### config.mk
export PLATFORM = sky130hd
export DESIGN_NAME = quh_host_port
export DESIGN_NICKNAME = d
export VERILOG_FILES = /design/src/quh_host_port.v
export VERILOG_INCLUDE_DIRS = /design/src /design/src/shared
export SDC_FILE = /design/constraint.sdc
export NUM_CORES = 1
export LEC_CHECK = 0
export ABC_AREA = 1
export BUFFER_PORTS_ARGS = -buffer_cell sky130_fd_sc_hd__buf_2
export CAP_MARGIN = 25
export CORE_ASPECT_RATIO = 1.4
export CORE_MARGIN = 2
export CORE_UTILIZATION = 46
export DETAILED_ROUTE_END_ITERATION = 8
export SYNTH_ARGS = -nofsm -noshare
export SYNTH_HDL_FRONTEND = slang
export SYNTH_SLANG_ARGS = --single-unit
### constraint.sdc
create_clock -name clk -period 16.4 [get_ports clk]
set_input_delay 0 -clock clk [delete_from_list [all_inputs] [get_ports clk]]
set_output_delay 0 -clock clk [all_outputs]
set_load 0.01 [all_outputs]
### src/shared/quh_regs.vh
// constants for the quad uart host port
`ifndef QUH_REGS_VH
`define QUH_REGS_VH
`define QUH_REG_SEL_MSB      3
`define QUH_CH_SEL_LSB       4
`define QUH_CH_SEL_MSB       6
`define QUH_GLOBAL_BIT       7
`define QUH_OFF_IER          4'h1
`define QUH_OFF_MCR          4'h4
`define QUH_OFF_MSR          4'h6
`define QUH_OFF_FEATURE_CONTROL_REG         4'h8
`define QUH_OFF_EFR          4'h9
`define QUH_MCR_DTR_BIT      0
`define QUH_MCR_RTS_BIT      1
`define QUH_MCR_SEL_BIT      2
`define QUH_FEATURE_CONTROL_REG_RS485_BIT   5
`define QUH_FEATURE_CONTROL_REG_IRINV_BIT   4
`define QUH_EFR_AUTOOUT_BIT  6
`define QUH_EFR_AUTOIN_BIT   7
`define QUH_IER_MODEM_BIT    3
`define QUH_RESET_BYTE       8'h00
// id value is arbitrary
`define QUH_GLOBAL_ID        8'h5A
`endif

### src/quh_host_port.v
// host bus access and modem pin control for a four channel uart
// How it works
// address bits 3..0 pick one of sixteen registers of the addressed channel.
// address bits 6..4 pick the serial channel, only 0 to 3 are populated.
// address bit 7 steers the access to the global register set.
// in separate strobe mode the read strobe falling edge starts a read driving the data bus.
// in separate strobe mode the write strobe returning edge stores the data byte; the code stores it when strobe or chip select ends, whichever is first.
// in separate strobe mode chip select low is needed for any access.
// in single strobe mode the write strobe pin is the direction line, high read, low write.
// in single strobe mode chip select is the strobe timing reads and writes.
// all channel interrupts share one open drain active low output.
// the far side holds each receive input high when idle outside infrared use.
// feature control bit 4 inverts received infrared pulses before the decoder.
// request to send is a plain output or, with enhanced bit 6, auto flow control.
// terminal ready likewise, with modem control bit 2 choosing which pin is used.
// feature control bit 5 makes the chosen pin drive half duplex direction.
// clear to send is a plain input or, with enhanced bit 7, gates transmission.
// the data bus is driven only during a selected, strobed read.
`timescale 1ns/10ps
`include "quh_regs.vh"
module quh_host_port #(
	parameter NCH = 4
) (
	input  wire             clk,
	input  wire             reset_n,
	input  wire             bus_mode_sel,
	input  wire [7:0]       addr,
	input  wire [7:0]       data_in,
	output reg  [7:0]       data_out,
	output reg              data_oe_n,
	input  wire             read_strobe_n,
	input  wire             write_strobe_n,
	input  wire             chip_sel_n,
	output reg              irq_oe_n,
	input  wire [NCH-1:0]   rx_in,
	output reg  [NCH-1:0]   rx_to_decoder,
	input  wire [NCH-1:0]   cts_in_n,
	input  wire [NCH-1:0]   set_ready_in_n,
	input  wire [NCH-1:0]   ch_irq,
	input  wire [NCH-1:0]   rx_wants_hold,
	input  wire [NCH-1:0]   tx_busy,
	output reg  [NCH-1:0]   rts_out_n,
	output reg  [NCH-1:0]   terminal_ready_out_n,
	output reg  [NCH-1:0]   tx_allowed
);
	reg        rst_s1_reg;
	reg        rst_s2_reg;
	wire       rst_n = rst_s2_reg;
	reg        wr_prev_reg;
	reg        cs_prev_reg;
	reg [7:0]  global_reg;
	reg [7:0]  interrupt_enable_reg [0:NCH-1];
	reg [7:0]  modem_control_reg    [0:NCH-1];
	reg [7:0]  feature_control_reg  [0:NCH-1];
	reg [7:0]  enhanced_feature_reg [0:NCH-1];
	reg [7:0]  modem_status_reg     [0:NCH-1];

	always @(posedge clk or negedge reset_n) begin
		if (!reset_n) begin
			rst_s1_reg <= 1'b0;
			rst_s2_reg <= 1'b0;
		end else begin
			rst_s1_reg <= 1'b1;
			rst_s2_reg <= rst_s1_reg;
		end
	end

	// register offset
	wire [3:0] reg_sel = addr[`QUH_REG_SEL_MSB:0];
	// channel select
	wire [2:0] ch_sel  = addr[`QUH_CH_SEL_MSB:`QUH_CH_SEL_LSB];
	// global decode
	wire       glob    = addr[`QUH_GLOBAL_BIT];
	wire       ch_ok   = ({1'b0, ch_sel} < NCH);
	wire [1:0] ch      = ch_sel[1:0];

	// intel read level, gated by chip select
	// chip select enables
	wire intel_rd = bus_mode_sel & ~chip_sel_n & ~read_strobe_n;
	// direction line high means read
	// chip select is the strobe
	wire moto_rd  = ~bus_mode_sel & ~chip_sel_n & write_strobe_n;
	wire rd_act   = intel_rd | moto_rd;
	// write lands on the returning strobe edge
	// strobe and select often rise together, so the end of either one closes the write
	wire intel_wr = bus_mode_sel & (write_strobe_n | chip_sel_n) & ~wr_prev_reg;
	// write on chip select rising with direction low
	wire moto_wr  = ~bus_mode_sel & chip_sel_n & ~cs_prev_reg & ~write_strobe_n;
	wire wr_now   = intel_wr | moto_wr;

	always @(posedge clk or negedge rst_n) begin
		if (!rst_n) begin
			wr_prev_reg <= 1'b1;
			cs_prev_reg <= 1'b1;
		end else begin
			wr_prev_reg <= write_strobe_n | chip_sel_n;
			cs_prev_reg <= chip_sel_n;
		end
	end

	reg [7:0] rd_byte;
	always @* begin
		rd_byte = `QUH_RESET_BYTE;
		if (glob) begin
			case (reg_sel)
				4'h0:    rd_byte = {{(8-NCH){1'b0}}, ch_irq};
				4'h1:    rd_byte = `QUH_GLOBAL_ID;
				4'h2:    rd_byte = global_reg;
				default: rd_byte = `QUH_RESET_BYTE;
			endcase
		end else if (ch_ok) begin
			case (reg_sel)
				`QUH_OFF_IER:  rd_byte = interrupt_enable_reg[ch];
				`QUH_OFF_MCR:  rd_byte = modem_control_reg[ch];
				`QUH_OFF_MSR:  rd_byte = modem_status_reg[ch];
				`QUH_OFF_FEATURE_CONTROL_REG: rd_byte = feature_control_reg[ch];
				`QUH_OFF_EFR:  rd_byte = enhanced_feature_reg[ch];
				default:       rd_byte = `QUH_RESET_BYTE;
			endcase
		end
	end

	// bus released outside reads
	// byte reloaded every clock while the read is active, held once it ends
	always @(posedge clk or negedge rst_n) begin
		if (!rst_n) begin
			data_out  <= `QUH_RESET_BYTE;
			data_oe_n <= 1'b1;
		end else begin
			data_oe_n <= ~rd_act;
			if (rd_act)
				data_out <= rd_byte;
		end
	end

	always @(posedge clk or negedge rst_n) begin
		if (!rst_n)
			global_reg <= `QUH_RESET_BYTE;
		else if (wr_now && glob && reg_sel == 4'h2)
			global_reg <= data_in;
	end

	wire [NCH-1:0] irq_pend;
	genvar i;
	generate
		for (i = 0; i < NCH; i = i + 1) begin : g_ch
			wire hit = wr_now & ~glob & ch_ok & (ch == i);
			always @(posedge clk or negedge rst_n) begin
				if (!rst_n) begin
					interrupt_enable_reg[i] <= `QUH_RESET_BYTE;
					modem_control_reg[i]    <= `QUH_RESET_BYTE;
					feature_control_reg[i]  <= `QUH_RESET_BYTE;
					enhanced_feature_reg[i] <= `QUH_RESET_BYTE;
					modem_status_reg[i]     <= `QUH_RESET_BYTE;
				end else begin
					if (hit && reg_sel == `QUH_OFF_IER)
						interrupt_enable_reg[i] <= data_in;
					if (hit && reg_sel == `QUH_OFF_MCR)
						modem_control_reg[i] <= data_in;
					if (hit && reg_sel == `QUH_OFF_FEATURE_CONTROL_REG)
						feature_control_reg[i] <= data_in;
					if (hit && reg_sel == `QUH_OFF_EFR)
						enhanced_feature_reg[i] <= data_in;
					modem_status_reg[i] <= {2'b00, ~set_ready_in_n[i], ~cts_in_n[i], 4'h0};
				end
			end
			wire use_dtr = modem_control_reg[i][`QUH_MCR_SEL_BIT];
			// rts asserted through modem control first
			wire rts_on  = modem_control_reg[i][`QUH_MCR_RTS_BIT];
			// dtr asserted through modem control first
			wire dtr_on  = modem_control_reg[i][`QUH_MCR_DTR_BIT];
			wire auto_o  = enhanced_feature_reg[i][`QUH_EFR_AUTOOUT_BIT];
			// half duplex direction follows the transmitter
			wire rs485   = feature_control_reg[i][`QUH_FEATURE_CONTROL_REG_RS485_BIT];
			wire flow_o  = rs485 ? tx_busy[i] : ~(auto_o & rx_wants_hold[i]);
			// cts or dsr gates transmission
			wire in_n    = use_dtr ? set_ready_in_n[i] : cts_in_n[i];
			wire auto_i  = enhanced_feature_reg[i][`QUH_EFR_AUTOIN_BIT];
			assign irq_pend[i] = ch_irq[i] &
				(interrupt_enable_reg[i] != `QUH_RESET_BYTE);
			always @(posedge clk or negedge rst_n) begin
				if (!rst_n) begin
					rts_out_n[i]            <= 1'b1;
					terminal_ready_out_n[i] <= 1'b1;
					tx_allowed[i]           <= 1'b1;
					rx_to_decoder[i]        <= 1'b1;
				end else begin
					// rts plain or flow output
					rts_out_n[i] <= ~(rts_on & ((use_dtr | ~(auto_o | rs485)) | flow_o));
					// dtr plain or flow output
					terminal_ready_out_n[i] <=
						~(dtr_on & ((~use_dtr | ~(auto_o | rs485)) | flow_o));
					tx_allowed[i] <= ~auto_i | ~in_n;
					// infrared pulse inversion
					rx_to_decoder[i] <= rx_in[i] ^ feature_control_reg[i][`QUH_FEATURE_CONTROL_REG_IRINV_BIT];
				end
			end
		end
	endgenerate

	// shared open drain, low enable means pulling low
	always @(posedge clk or negedge rst_n) begin
		if (!rst_n)
			irq_oe_n <= 1'b1;
		else
			irq_oe_n <= ~(|irq_pend);
	end
endmodule

[After elaboration in Yosys (flattened, before gate mapping)]
Index checks and enable logic that the tools add are counted.
Word-level totals
  register bits after elaboration: 174
  input port bits: 46
  output and inout bits: 26
  logic and storage cells: 215
Operators by class
  $lt $le $gt $ge: 2
  eq/ne operators: 9
  multiplexer cells: 27
  bitwise logic cells: 108
  reduce and logical (&&, ||, !) cells: 25
Operator list (count)
  two-way mux 8 bit: 12
  binary-select mux 8 bit (select 2 bit): 5
  inverter 1 bit: 45
  case mux 8 bit (5 select lines): 1
  nonzero test 8 bit: 4
  bitwise AND 1 bit: 31
  OR 1 bit: 27
  case mux 8 bit (3 select lines): 1
  logical AND 1 bit: 18
  == test 4 x 3 -> 1 bit (second input constant): 2
  == test 4 bit (second input constant): 2
  two-way mux 1 bit: 8
  == test 2 bit (second input constant): 2
  == test 4 x 1 -> 1 bit (second input constant): 1
  == test 4 x 2 -> 1 bit (second input constant): 1
  logical NOT 4 bit: 1
  OR reduction 4 bit: 1
  XOR 1 bit: 4
  greater-or-equal comparator 3 bit (second input constant): 1
  less-than comparator 3 bit (second input constant): 1
  inverter 2 -> 3 bit: 1
  == test 2 x 1 -> 1 bit (second input constant): 1
  logical NOT 2 bit: 1

[Logic depth before layout (Yosys ltp)]
Gate-level depths: netlist (run 1).
  depth in word-level cells: 9
  mapped depth: 12
  gate-level depth less buffers: 9

[Worst setup path after synthesis (run 1)]
No wires, ideal clock.
  kind: flip-flop to flip-flop
  start: reg cs_prev_reg
  end: reg global_reg[3]
  setup time: 0.125 ns
  arrival time: 1.362 ns
  required time: 16.275 ns
  setup slack: 14.913 ns
  stages on the path, launching flop included: 6
  path buffers: 1
  period minus slack after synthesis: 1.487 ns
  path through: dfstp_2 -> nand3b_1 -> o21ai_4 -> nand2_1 -> buf_2 -> mux2_2
On the way
  longest elaborated chain between the ends: 6
Ends and longest elaborated chain
  from (decl): line quh_host_port.v:50  | reg cs_prev_reg;
  from (signal assigned): line quh_host_port.v:97  | cs_prev_reg <= chip_sel_n;
  inverter 1 bit: line quh_host_port.v:88  | wire moto_wr = ~bus_mode_sel & chip_sel_n & ~cs_prev_reg & ~write_strobe_n;
  bitwise AND 1 bit (2 in a row): line quh_host_port.v:88
  OR 1 bit: line quh_host_port.v:89  | wire wr_now = intel_wr | moto_wr;
  logical AND 1 bit (2 in a row): line quh_host_port.v:139  | else if (wr_now && glob && reg_sel == 4'h2)
  to (signal assigned): line quh_host_port.v:138  | global_reg <= `QUH_RESET_BYTE;
  to (signal assigned): line quh_host_port.v:140  | global_reg <= data_in;
  to (decl): line quh_host_port.v:51  | reg [7:0] global_reg;
No other way between the ends.
A chain may end at the register's enable or synchronous reset.

[Worst setup path after layout (run 1)]
  start: in chip_sel_n
  end: reg modem_control_reg, in the netlist g_ch[3].use_dtr
On the way
  longest elaborated chain between the ends: 8
  elaborated cells on any way between the ends: 11
  those cells by class: bitwise (10); reduce/logical (1)
Ends and longest elaborated chain
  from (decl): line quh_host_port.v:33  | input wire chip_sel_n,
  OR 1 bit or bitwise AND 1 bit (tied branches): line quh_host_port.v:86, quh_host_port.v:88
  bitwise AND 1 bit, on equally long branches (2 in a row): line quh_host_port.v:86, quh_host_port.v:88
  OR 1 bit *: line quh_host_port.v:89
  bitwise AND 1 bit * (3 in a row): line quh_host_port.v:147  | wire hit = wr_now & ~glob & ch_ok & (ch == i);
  logical AND 1 bit (no source line) *
  to (signal, indexed assignment): line quh_host_port.v:151  | modem_control_reg[i] <= `QUH_RESET_BYTE;
  to (signal, indexed assignment): line quh_host_port.v:159  | modem_control_reg[i] <= data_in;
  to (decl): line quh_host_port.v:53  | reg [7:0] modem_control_reg [0:NCH-1];
Every way passes the cells marked *; elsewhere a longest branch is shown, timed or not.

==> impl_metrics.csv, run 1 <==
group,metric,value,unit
global_route,grt_antenna_before_repair,0,
placement,place_worst_setup_slack,13.50,ns
final_layout,layoutNonFillerInstCount,1396,
final_layout,n_antenna_cell,0,
clock_network,clkLatencyLatePin,0.44,ns
clock_network,cts_tree,"done",
logic_synthesis,ys_ff_latch,174,
final_layout,fill_cells,1726,
detailed_routing,dr_total_vias,7233,
logic_synthesis,yosysTopAreaCellShare,0.454,
logic_synthesis,yosysTopAreaCell,"dfrtp_1",
global_route,global_route_wire_length_before_repair,39200,um
setup_path,setup.worst_path.class,"in2reg",
setup_path,slowest_stage,"nand4_2",
detailed_routing,top_signal_layer_used,"met4",
floorplanning,floorplan.die.width,119,um
logic_synthesis,synthesized_cell_area,8490,um^2
floorplanning,placeableCoreArea,18000,um^2
detailed_routing,number_of_detailed_routing_iterations_run_before_antenna_repair,5,
clock_network,cts_setup_buffers,0,
sta,final_min_period_over_clock_period,0.151,
logic_synthesis,synth-seq-area-share,0.516,
sta,totalNegativeSetupSlack,0,ns
global_route,global_router_s_overall_resource_usage,0.265,
setup_path,endpoint_arrival_time_on_the_critical_path,2.77,ns
setup_path,start_kind,"primary input",
logic_synthesis,netlist_top_cells_area,"dfrtp_1, nand2_1, o21ai_0",
min_path,min-delay-start,"ch_irq[3]",
setup_path,number_of_buffer_and_inverter_instances_along_the_worst_setup_path,3,
sta,setup_viol,0,
setup_path,critical_path.max_fanout,23,
final_layout,layout.cells.most_common_list,"nand2_1, o21ai_0, dfrtp_1",
setup_path,worst_ep_required_time,16.70,ns
logic_synthesis,synth_cell_types,34,
setup_path,critical_path.startpoint,"chip_sel_n",
floorplanning,die_area,19600,um^2
clock_network,htree_depth,4,
placement,place_hpwl,16700,um
sta,achievable-frequency,404,MHz
setup_path,timing.critical_path.to_type,"flip-flop",
power_and_ir_drop,leakage,5.05,nW
logic_synthesis,syn_area_per_cell,7.88,um^2
final_layout,most_common_cell_after_layout_fill_and_taps_aside,"nand2_1",
clock_network,worst_path_clk_slew,0.07,ns
detailed_routing,ant_nets,0,
detailed_routing,wl_per_cell,17.6,um
sta,unrepaired_setup_endpoints_after_global_routing,"no",
sta,slew_viol_final,0,
detailed_routing,avgViaCountPerCell,5.18,
final_layout,share_of_cells_above_drive_strength_1,0.141,
global_route,grt_start_max_net_pins,70,
setup_path,critPathTopFamily,"simple AND/OR/NAND/NOR gates",
job,maxCapViolCount,0,
detailed_routing,met3_length,879,um
min_path,hold_crit_class,"in2reg",
detailed_routing,met2RoutedLength,12900,um
setup_path,worst_r2r_startpoint,"cs_prev_reg",
global_route,first_global_vias,7172,
status,status,"finished clean",
sta,timing.max_slew.rel_slack,0.413,
detailed_routing,detail_route.drc_violations,0,
setup_path,crit_path_max_incr_delay,0.71,ns
detailed_routing,route.final.wire_length,24600,um
placement,routabilityCongestion,0.913,
floorplanning,boundaryPins,72,
logic_synthesis,yosys_warnings,0,
clock_network,clock_sink_count,174,
sta,timing_hold_violations_final,0,
clock_network,cts_made_buffers,17,
global_route,globalRouteOverflowTotal,0,
floorplanning,core.rowCount,58,
final_layout,syn_to_final_growth,15.8,%
final_layout,final_nets,1189,
clock_network,clk_path_buf_depth,2,
final_layout,multiInputGateArea,3430,um^2
sta,final.setup_skew,0.00915,ns
logic_synthesis,synth.net_count,1123,
placement,placed_cells_incl_taps,1335,
sta,timing_worst_slew_pin_value,0.881,ns
floorplanning,die_y,165,um
logic_synthesis,syn-instance-count,1077,
detailed_routing,routedLengthMet1,9980,um
sta,final.min_clock_period,2.47,ns
placement,port-buffer-count,71,
clock_network,ctsRootBufferMaster,"clkbuf_16",
detailed_routing,drtIter0Drc,505,
sta,layout_setup_ws,13.93,ns
power_and_ir_drop,largest_vdd_supply_drop,0.0658,mV
floorplanning,start_util,0.472,
final_layout,regArea,4380,um^2
power_and_ir_drop,powerDensity,101,nW/um^2
setup_path,critical_path.cell_chain,"dlygate4sd3_1 > buf_2 > nor2_1 > inv_1 > nand2_1 > o21ai_4 > nand4_2 > nor2_2 > o21ai_0",
power breakdown:
part / internal (mW) / switching, mW
sequential: 0.448 / 0.0113
clock: 0.269 / 0.177
combinational: 0.0285 / 0.0602
total: 0.746 / 0.249
path summary, 6_finish.rpt:
path / slack (ns) / cells after the start / end
worst max register to register: 13.96 / 5 / g_ch[3].use_dtr
worst min-delay path: 0.04 / 5 / data_out[3]
max in group asynchronous: 14.67 / 1 / data_out[7]
worst min register to register: 0.35 / 0 / rst_n
min in group asynchronous: 0.38 / 0 / enhanced_feature_reg[16]
worst max-delay path: 13.93 / 9 / g_ch[3].use_dtr
per-stage QoR:
| stage | total power [mW] | hold slack (ns) | area, um^2 | util |
|---|---|---|---|---|
| detailed placement | 0.551 | -0.213 | 8890 | 0.494 |
| global placement | 0.550 | -0.215 | 8890 | 0.494 |
| CTS | 1.00 | 0.0288 | 9820 | 0.546 |
| global route | 1.03 | 0.0431 | 9830 | 0.546 |
| floorplan | 0.516 | -0.296 | 8490 | - |
| finish | 0.995 | 0.0352 | 9830 | 0.546 |
logic make-up (layout without fill, tap and decap cells):
| kind of cell | after synthesis | count (layout) | share of synthesized area |
|---|---|---|---|
| DFF | 174 | 174 | 0.516 |
| muxes | 4 | 4 | 0.00530 |
| and+or+nand+nor | 519 | 519 | 0.263 |
| AOI/OAI and AO/OA | 214 | 214 | 0.131 |
| xor gates and xnor gates | 4 | 4 | 0.00413 |
| buffers and inverters | 161 | 240 | 0.0803 |
| other | 1 | 1 | 0.000442 |
layer usage:
metal | vias up | GRT usage
met4 | 0 | 0.117
met2 | 175 | 0.479
met5 | - | 0
li1 | 3543 | -
met1 | 3467 | 0.315
met3 | 48 | 0.0366
worst register-to-register path, stage by stage, from the launching register on:
cell,delay [ns]
dfstp_2,0.36
nand3b_1,0.18
o21ai_4,0.18
nand4_2,0.71
nor2_2,0.72
o21ai_0,0.15
synthesized netlist by cell type, drive strengths merged:
library cell	number
mux2	4
xor2	4
inv	103
clkbuf	26
o2111a	1
nand3b	1
nor3	2
nand2	407
nand4	17
nor2	51
conb	1
buf	32
nand3	41
o21a	5
dfrtp	154
a211oi	1
a21oi	25
o21bai	2
o21ai	179
dfstp	20
o22ai	1
area by class of cell:
type | instances | share of cell area
clock buffer | 21 | 0.0479
sequential | 174 | 0.446
multi-input combinational | 742 | 0.349
clock inverter | 11 | 0.0179
inverter | 103 | 0.0393
tap | 240 | 0.0305
timing repair buffer | 105 | 0.0696
timing repair:
| item | 4_1_cts | 5_1_grt |
|---|---|---|
| hold endpoints to repair | 38 | 0 |
| hold buffers | 28 | 0 |
| gates resized for setup | 0 | 0 |
Note: power is estimated with default switching activity, not from simulation.
==> run 2, diff against run 1 <==
clock period = 2.3 ns   (was 16.4 ns; I/O delays follow)
==> run 2 against run 1 <==
Net effect: setup slack got worse by 14 ns; critical endpoint is now enhanced_feature_reg[22]; wire length rose by 0.37%; clock skew fell by 0.0017 ns; combinational power rose to 7.6 times the previous value; register-to-register slack got worse by 14 ns; first-iteration DRC count fell by 3.0%; die area did not move; critical path depth did not move; highest routed layer unchanged; sequential share of layout area fell by 0.42 points; core utilization rose by 0.52 points.
==> impl_metrics.csv, run 2 (same netlist as run 1, synthesis figures left out) <==
group,metric,value,unit
floorplanning,die_y,165,um
sta,final.setup_skew,0.00742,ns
detailed_routing,drtIter0Drc,490,
setup_path,crit_path_max_incr_delay,0.52,ns
global_route,grt_start_max_net_pins,40,
setup_path,slowest_stage,"dlygate4sd3_1",
final_layout,syn_to_final_growth,16.9,%
global_route,first_global_vias,7152,
setup_path,number_of_buffer_and_inverter_instances_along_the_worst_setup_path,3,
final_layout,layout.cells.most_common_list,"nand2_1, o21ai_0, dfrtp_1",
sta,achievable-frequency,525,MHz
sta,totalNegativeSetupSlack,0,ns
global_route,grt_antenna_before_repair,0,
setup_path,worst_r2r_startpoint,"cs_prev_reg",
min_path,min-delay-start,"data_in[5]",
final_layout,fin_area,9920,um^2
status,status,"finished clean",
clock_network,cts_setup_buffers,0,
clock_network,clkLatencyLatePin,0.43,ns
min_path,hold_crit_class,"in2reg",
global_route,global_router_s_overall_resource_usage,0.266,
setup_path,critPathTopFamily,"simple AND/OR/NAND/NOR gates",
detailed_routing,ant_nets,0,
global_route,global_route_wire_length_before_repair,39300,um
placement,placed_cells_incl_taps,1351,
sta,slew_viol_final,0,
detailed_routing,detail_route.drc_violations,0,
sta,timing.max_slew.rel_slack,0.535,
sta,final.min_clock_period,1.91,ns
detailed_routing,wl_per_cell,17.5,um
detailed_routing,route.final.wire_length,24700,um
clock_network,htree_depth,4,
sta,final_min_period_over_clock_period,0.829,
placement,postPlaceCellArea,9060,um^2
placement,routabilityCongestion,0.922,
floorplanning,start_util,0.472,
setup_path,start_kind,"primary input",
power_and_ir_drop,powerDensity,693,nW/um^2
final_layout,n_antenna_cell,0,
setup_path,timing.critical_path.to_type,"flip-flop",
clock_network,clk_path_buf_depth,2,
sta,hold_ws,0.0327,ns
clock_network,worst_path_clk_slew,0.07,ns
final_layout,post-route-util,0.551,
setup_path,worst_ep_required_time,2.60,ns
setup_path,worst_r2r_path_depth,5,
power_and_ir_drop,leakage,5.10,nW
clock_network,ctsRootBufferMaster,"clkbuf_16",
placement,place_hpwl,17100,um
global_route,globalRouteOverflowTotal,0,
clock_network,clock_sink_count,174,
placement,port-buffer-count,71,
setup_path,setup.reg_to_reg.worst_slack,0.43,ns
detailed_routing,dr_total_vias,7267,
sta,setup_viol,0,
sta,timing_hold_violations_final,0,
detailed_routing,avgViaCountPerCell,5.15,
setup_path,critical_path.max_fanout,24,
final_layout,final_nets,1203,
setup_path,critical_path.cell_chain,"dlygate4sd3_1 > buf_2 > nor2_1 > inv_1 > nand2_1 > o21ai_4 > nand4_4 > nor2_2 > o21ai_0",
final_layout,layoutNonFillerInstCount,1410,
min_path,hold_path_depth,3,
floorplanning,placeableCoreArea,18000,um^2
power_and_ir_drop,largest_vdd_supply_drop,0.458,mV
setup_path,setup.worst_path.class,"in2reg",
floorplanning,core.rowCount,58,
floorplanning,boundaryPins,72,
clock_network,cts_tree,"done",
setup_path,timing.rr.end,"enhanced_feature_reg[22]",
setup_path,endpoint_arrival_time_on_the_critical_path,2.20,ns
sta,timing_worst_slew_pin_value,0.694,ns
sta,unrepaired_setup_endpoints_after_global_routing,"no",
floorplanning,die_area,19600,um^2
min_path,holdPathEnd,"modem_control_reg[21]",
final_layout,most_common_cell_after_layout_fill_and_taps_aside,"nand2_1",
detailed_routing,number_of_detailed_routing_iterations_run_before_antenna_repair,5,
final_layout,share_of_cells_above_drive_strength_1,0.151,
job,maxCapViolCount,0,
floorplanning,floorplan.die.width,119,um
clock_network,cts_made_buffers,17,
run 2: cell types whose count changed in the layout (fill, tap and decap cells not counted), sizes merged:
cell         change
inv              -1
clkinvlp         +2
bufinv           -2
buf             +15
dlygate4sd3      -1
clkinv           +1
run 2: layout make-up:
class / count / area [um^2]
inverters: 103 / 387
repair buffers: 119 / 833
clock inverters: 11 / 131
well taps: 240 / 300
clock buffers: 21 / 460
flip-flops and latches: 174 / 4380
multi-input cells: 742 / 3430
fillers: 1766 / 8070
run 2: per-stage QoR:
stage | power, mW | worst slack (ns)
finish | 6.87 | 0.394
global route | 7.13 | 0.226
CTS | 6.92 | 0.424
detailed placement | 3.97 | 0.452
global placement | 3.96 | 0.482
floorplan | 3.68 | 0.516
run 2: repair_timing:
| action | 4_1_cts | 5_1_grt |
|---|---|---|
| gates resized for setup | 0 | 0 |
| hold buffers | 27 | 0 |
| endpoints found under the hold margin | 33 | 0 |
run 2: worst max path at each step:
stage / startpoint / end / slack (ns) / cells past startpoint
after floorplan: rst_n / data_out[0] / 0.52 / 0
after detailed placement: cs_prev_reg / enhanced_feature_reg[22] / 0.45 / 5
after global routing: chip_sel_n / enhanced_feature_reg[23] / 0.23 / 9
after global placement: wr_prev_reg / enhanced_feature_reg[23] / 0.48 / 4
final: chip_sel_n / enhanced_feature_reg[22] / 0.39 / 9
after CTS: chip_sel_n / enhanced_feature_reg[22] / 0.42 / 9
run 2: per-layer routing:
layer  GRT usage  wire [um]  vias up
li1            -          -     3563
met1       0.330      10200     3466
met2       0.450      12300      183
met3      0.0394        986       55
met4       0.143       1210        0
met5           0          0        -
run 2: tightest hold or removal path, stage by stage:
cell and delay (ns):
buf_2 0.25, nand2_1 0.13, nand2_1 0.04
run 2: where the power goes:
group          total (mW)  switching (mW)  internal, mW
clock network        2.93            1.26          1.67
registers            3.27          0.0738          3.20
logic               0.672           0.446         0.225
==> run 3, diff against run 2 <==
clock period = 1.95 ns   (was 2.3 ns; I/O delays follow)
==> run 3 against run 2 <==
Net effect: non-clock buffer count up 11; via count about the same; flip-flop and latch count unchanged; critical path depth up 1; sequential power up 17%; critical path type unchanged; clock-buffer cell count down 2.
==> impl_metrics.csv, run 3 (same netlist as run 1, synthesis figures left out) <==
group,metric,value,unit
sta,final.min_clock_period,1.76,ns
sta,unrepaired_setup_endpoints_after_global_routing,"no",
setup_path,setup.worst_path.class,"in2reg",
clock_network,cts_made_buffers,17,
detailed_routing,number_of_detailed_routing_iterations_run_before_antenna_repair,5,
power_and_ir_drop,totalPowerFinal,8.07,mW
power_and_ir_drop,leakage,5.17,nW
sta,final_min_period_over_clock_period,0.904,
global_route,grt_start_max_net_pins,60,
floorplanning,placeableCoreArea,18000,um^2
detailed_routing,wl_per_cell,17.1,um
final_layout,layout.cells.most_common_list,"nand2_1, o21ai_0, dfrtp_1",
floorplanning,boundaryPins,72,
detailed_routing,avgViaCountPerCell,5.11,
status,status,"finished clean",
detailed_routing,ant_nets,0,
sta,final.setup_skew,0.00723,ns
clock_network,clk_path_buf_depth,2,
clock_network,htree_depth,4,
floorplanning,die_y,165,um
detailed_routing,detail_route.drc_violations,0,
floorplanning,die_area,19600,um^2
final_layout,final_nets,1214,
global_route,first_global_vias,7066,
setup_path,timing.rr.end,"enhanced_feature_reg[16]",
floorplanning,start_util,0.472,
setup_path,start_kind,"primary input",
job,maxCapViolCount,0,
clock_network,clock_sink_count,174,
floorplanning,core.rowCount,58,
detailed_routing,drtIter0Drc,510,
clock_network,worst_path_clk_slew,0.07,ns
global_route,global_router_s_overall_resource_usage,0.260,
detailed_routing,dr_total_vias,7264,
sta,timing_hold_violations_final,0,
sta,hold_ws,0.0386,ns
min_path,min-delay-start,"data_in[5]",
sta,setup_viol,0,
setup_path,worst_ep_required_time,2.27,ns
placement,port-buffer-count,71,
clock_network,ctsRootBufferMaster,"clkbuf_16",
global_route,global_route_wire_length_before_repair,38400,um
setup_path,endpoint_arrival_time_on_the_critical_path,2.08,ns
min_path,hold_path_depth,3,
min_path,hold_crit_class,"in2reg",
placement,place_hpwl,16500,um
sta,timing.max_slew.rel_slack,0.608,
sta,achievable-frequency,568,MHz
sta,totalNegativeSetupSlack,0,ns
final_layout,most_common_cell_after_layout_fill_and_taps_aside,"nand2_1",
final_layout,syn_to_final_growth,18.3,%
setup_path,critical_path.max_fanout,22,
sta,slew_viol_final,0,
setup_path,timing.critical_path.to_type,"flip-flop",
floorplanning,floorplan.die.width,119,um
power_and_ir_drop,powerDensity,803,nW/um^2
clock_network,cts_tree,"done",
min_path,holdPathEnd,"enhanced_feature_reg[21]",
setup_path,setup.reg_to_reg.worst_slack,0.19,ns
final_layout,share_of_cells_above_drive_strength_1,0.159,
final_layout,n_antenna_cell,0,
global_route,globalRouteOverflowTotal,0,
global_route,grt_antenna_before_repair,0,
clock_network,clkLatencyLatePin,0.43,ns
setup_path,worst_r2r_path_depth,6,
setup_path,worst_r2r_startpoint,"cs_prev_reg",
placement,routabilityCongestion,0.928,
power_and_ir_drop,largest_vdd_supply_drop,0.536,mV
sta,timing_worst_slew_pin_value,0.589,ns
detailed_routing,route.final.wire_length,24300,um
[run 3: changes by cell type in the layout (fill, tap and decap cells not counted), sizes merged]
cell         change
clkbuf           -2
buf             +10
dlygate4sd3      +1
inv              +1
clkinv           +1
[run 3: worst max path at each step]
stage | cells past startpoint | end | from
2_1_floorplan | 0 | data_out[0] | rst_n
3_3_place_gp | 5 | enhanced_feature_reg[23] | cs_prev_reg
3_5_place_dp | 5 | enhanced_feature_reg[22] | cs_prev_reg
4_1_cts | 5 | enhanced_feature_reg[22] | cs_prev_reg
5_1_grt | 10 | enhanced_feature_reg[22] | chip_sel_n
6_report | 10 | enhanced_feature_reg[16] | chip_sel_n
[run 3: cell type report]
type                            count  area (um^2)
Inverter                          103          387
Clock inverter                     13          138
Fill cell                        1790         7950
Sequential cell                   174         4380
Clock buffer                       19          443
Timing Repair Buffer              130          956
Tap cell                          240          300
Multi-Input combinational cell    742         3440
[run 3: timing repair]
action / CTS / global route
resized for setup: 0 / 2
setup endpoints to repair: 0 / 12
hold endpoints to repair: 33 / 0
hold buffers: 28 / 0
buffers inserted: 0 / 5
[run 3: power by group]
part           leakage (nW)  switching, mW  internal [mW]
combinational          2.93          0.533          0.272
clock                 0.280           1.50           1.93
sequential             1.95         0.0710           3.77
total                  5.17           2.10           5.97
[run 3: worst max-delay path, cell delays in order]
cell           delay [ns]
dlygate4sd3_1        0.51
buf_2                0.13
nor2_1               0.05
inv_1                0.06
nand2_1              0.08
o21ai_4              0.31
nand4_4              0.41
buf_4                0.29
o21ai_0              0.13
nand2_1              0.07
[run 3: metrics by stage]
step                setup slack (ns)  instances  utilization  area, um^2
finish                         0.188       1421        0.558       10000
global placement               0.191       1356        0.506        9110
floorplan                      0.166       1077            -        8490
global route                 0.00322       1421        0.558       10000
detailed placement             0.146       1356        0.506        9110
CTS                            0.135       1416        0.554        9970
[run 3: layer usage]
metal,track usage,vias to the layer above,part of all wire
met4,0.130,2,0.045
li1,-,3593,-
met1,0.316,3438,0.41
met3,0.0331,61,0.031
met2,0.455,170,0.51
met5,0,-,0.0011
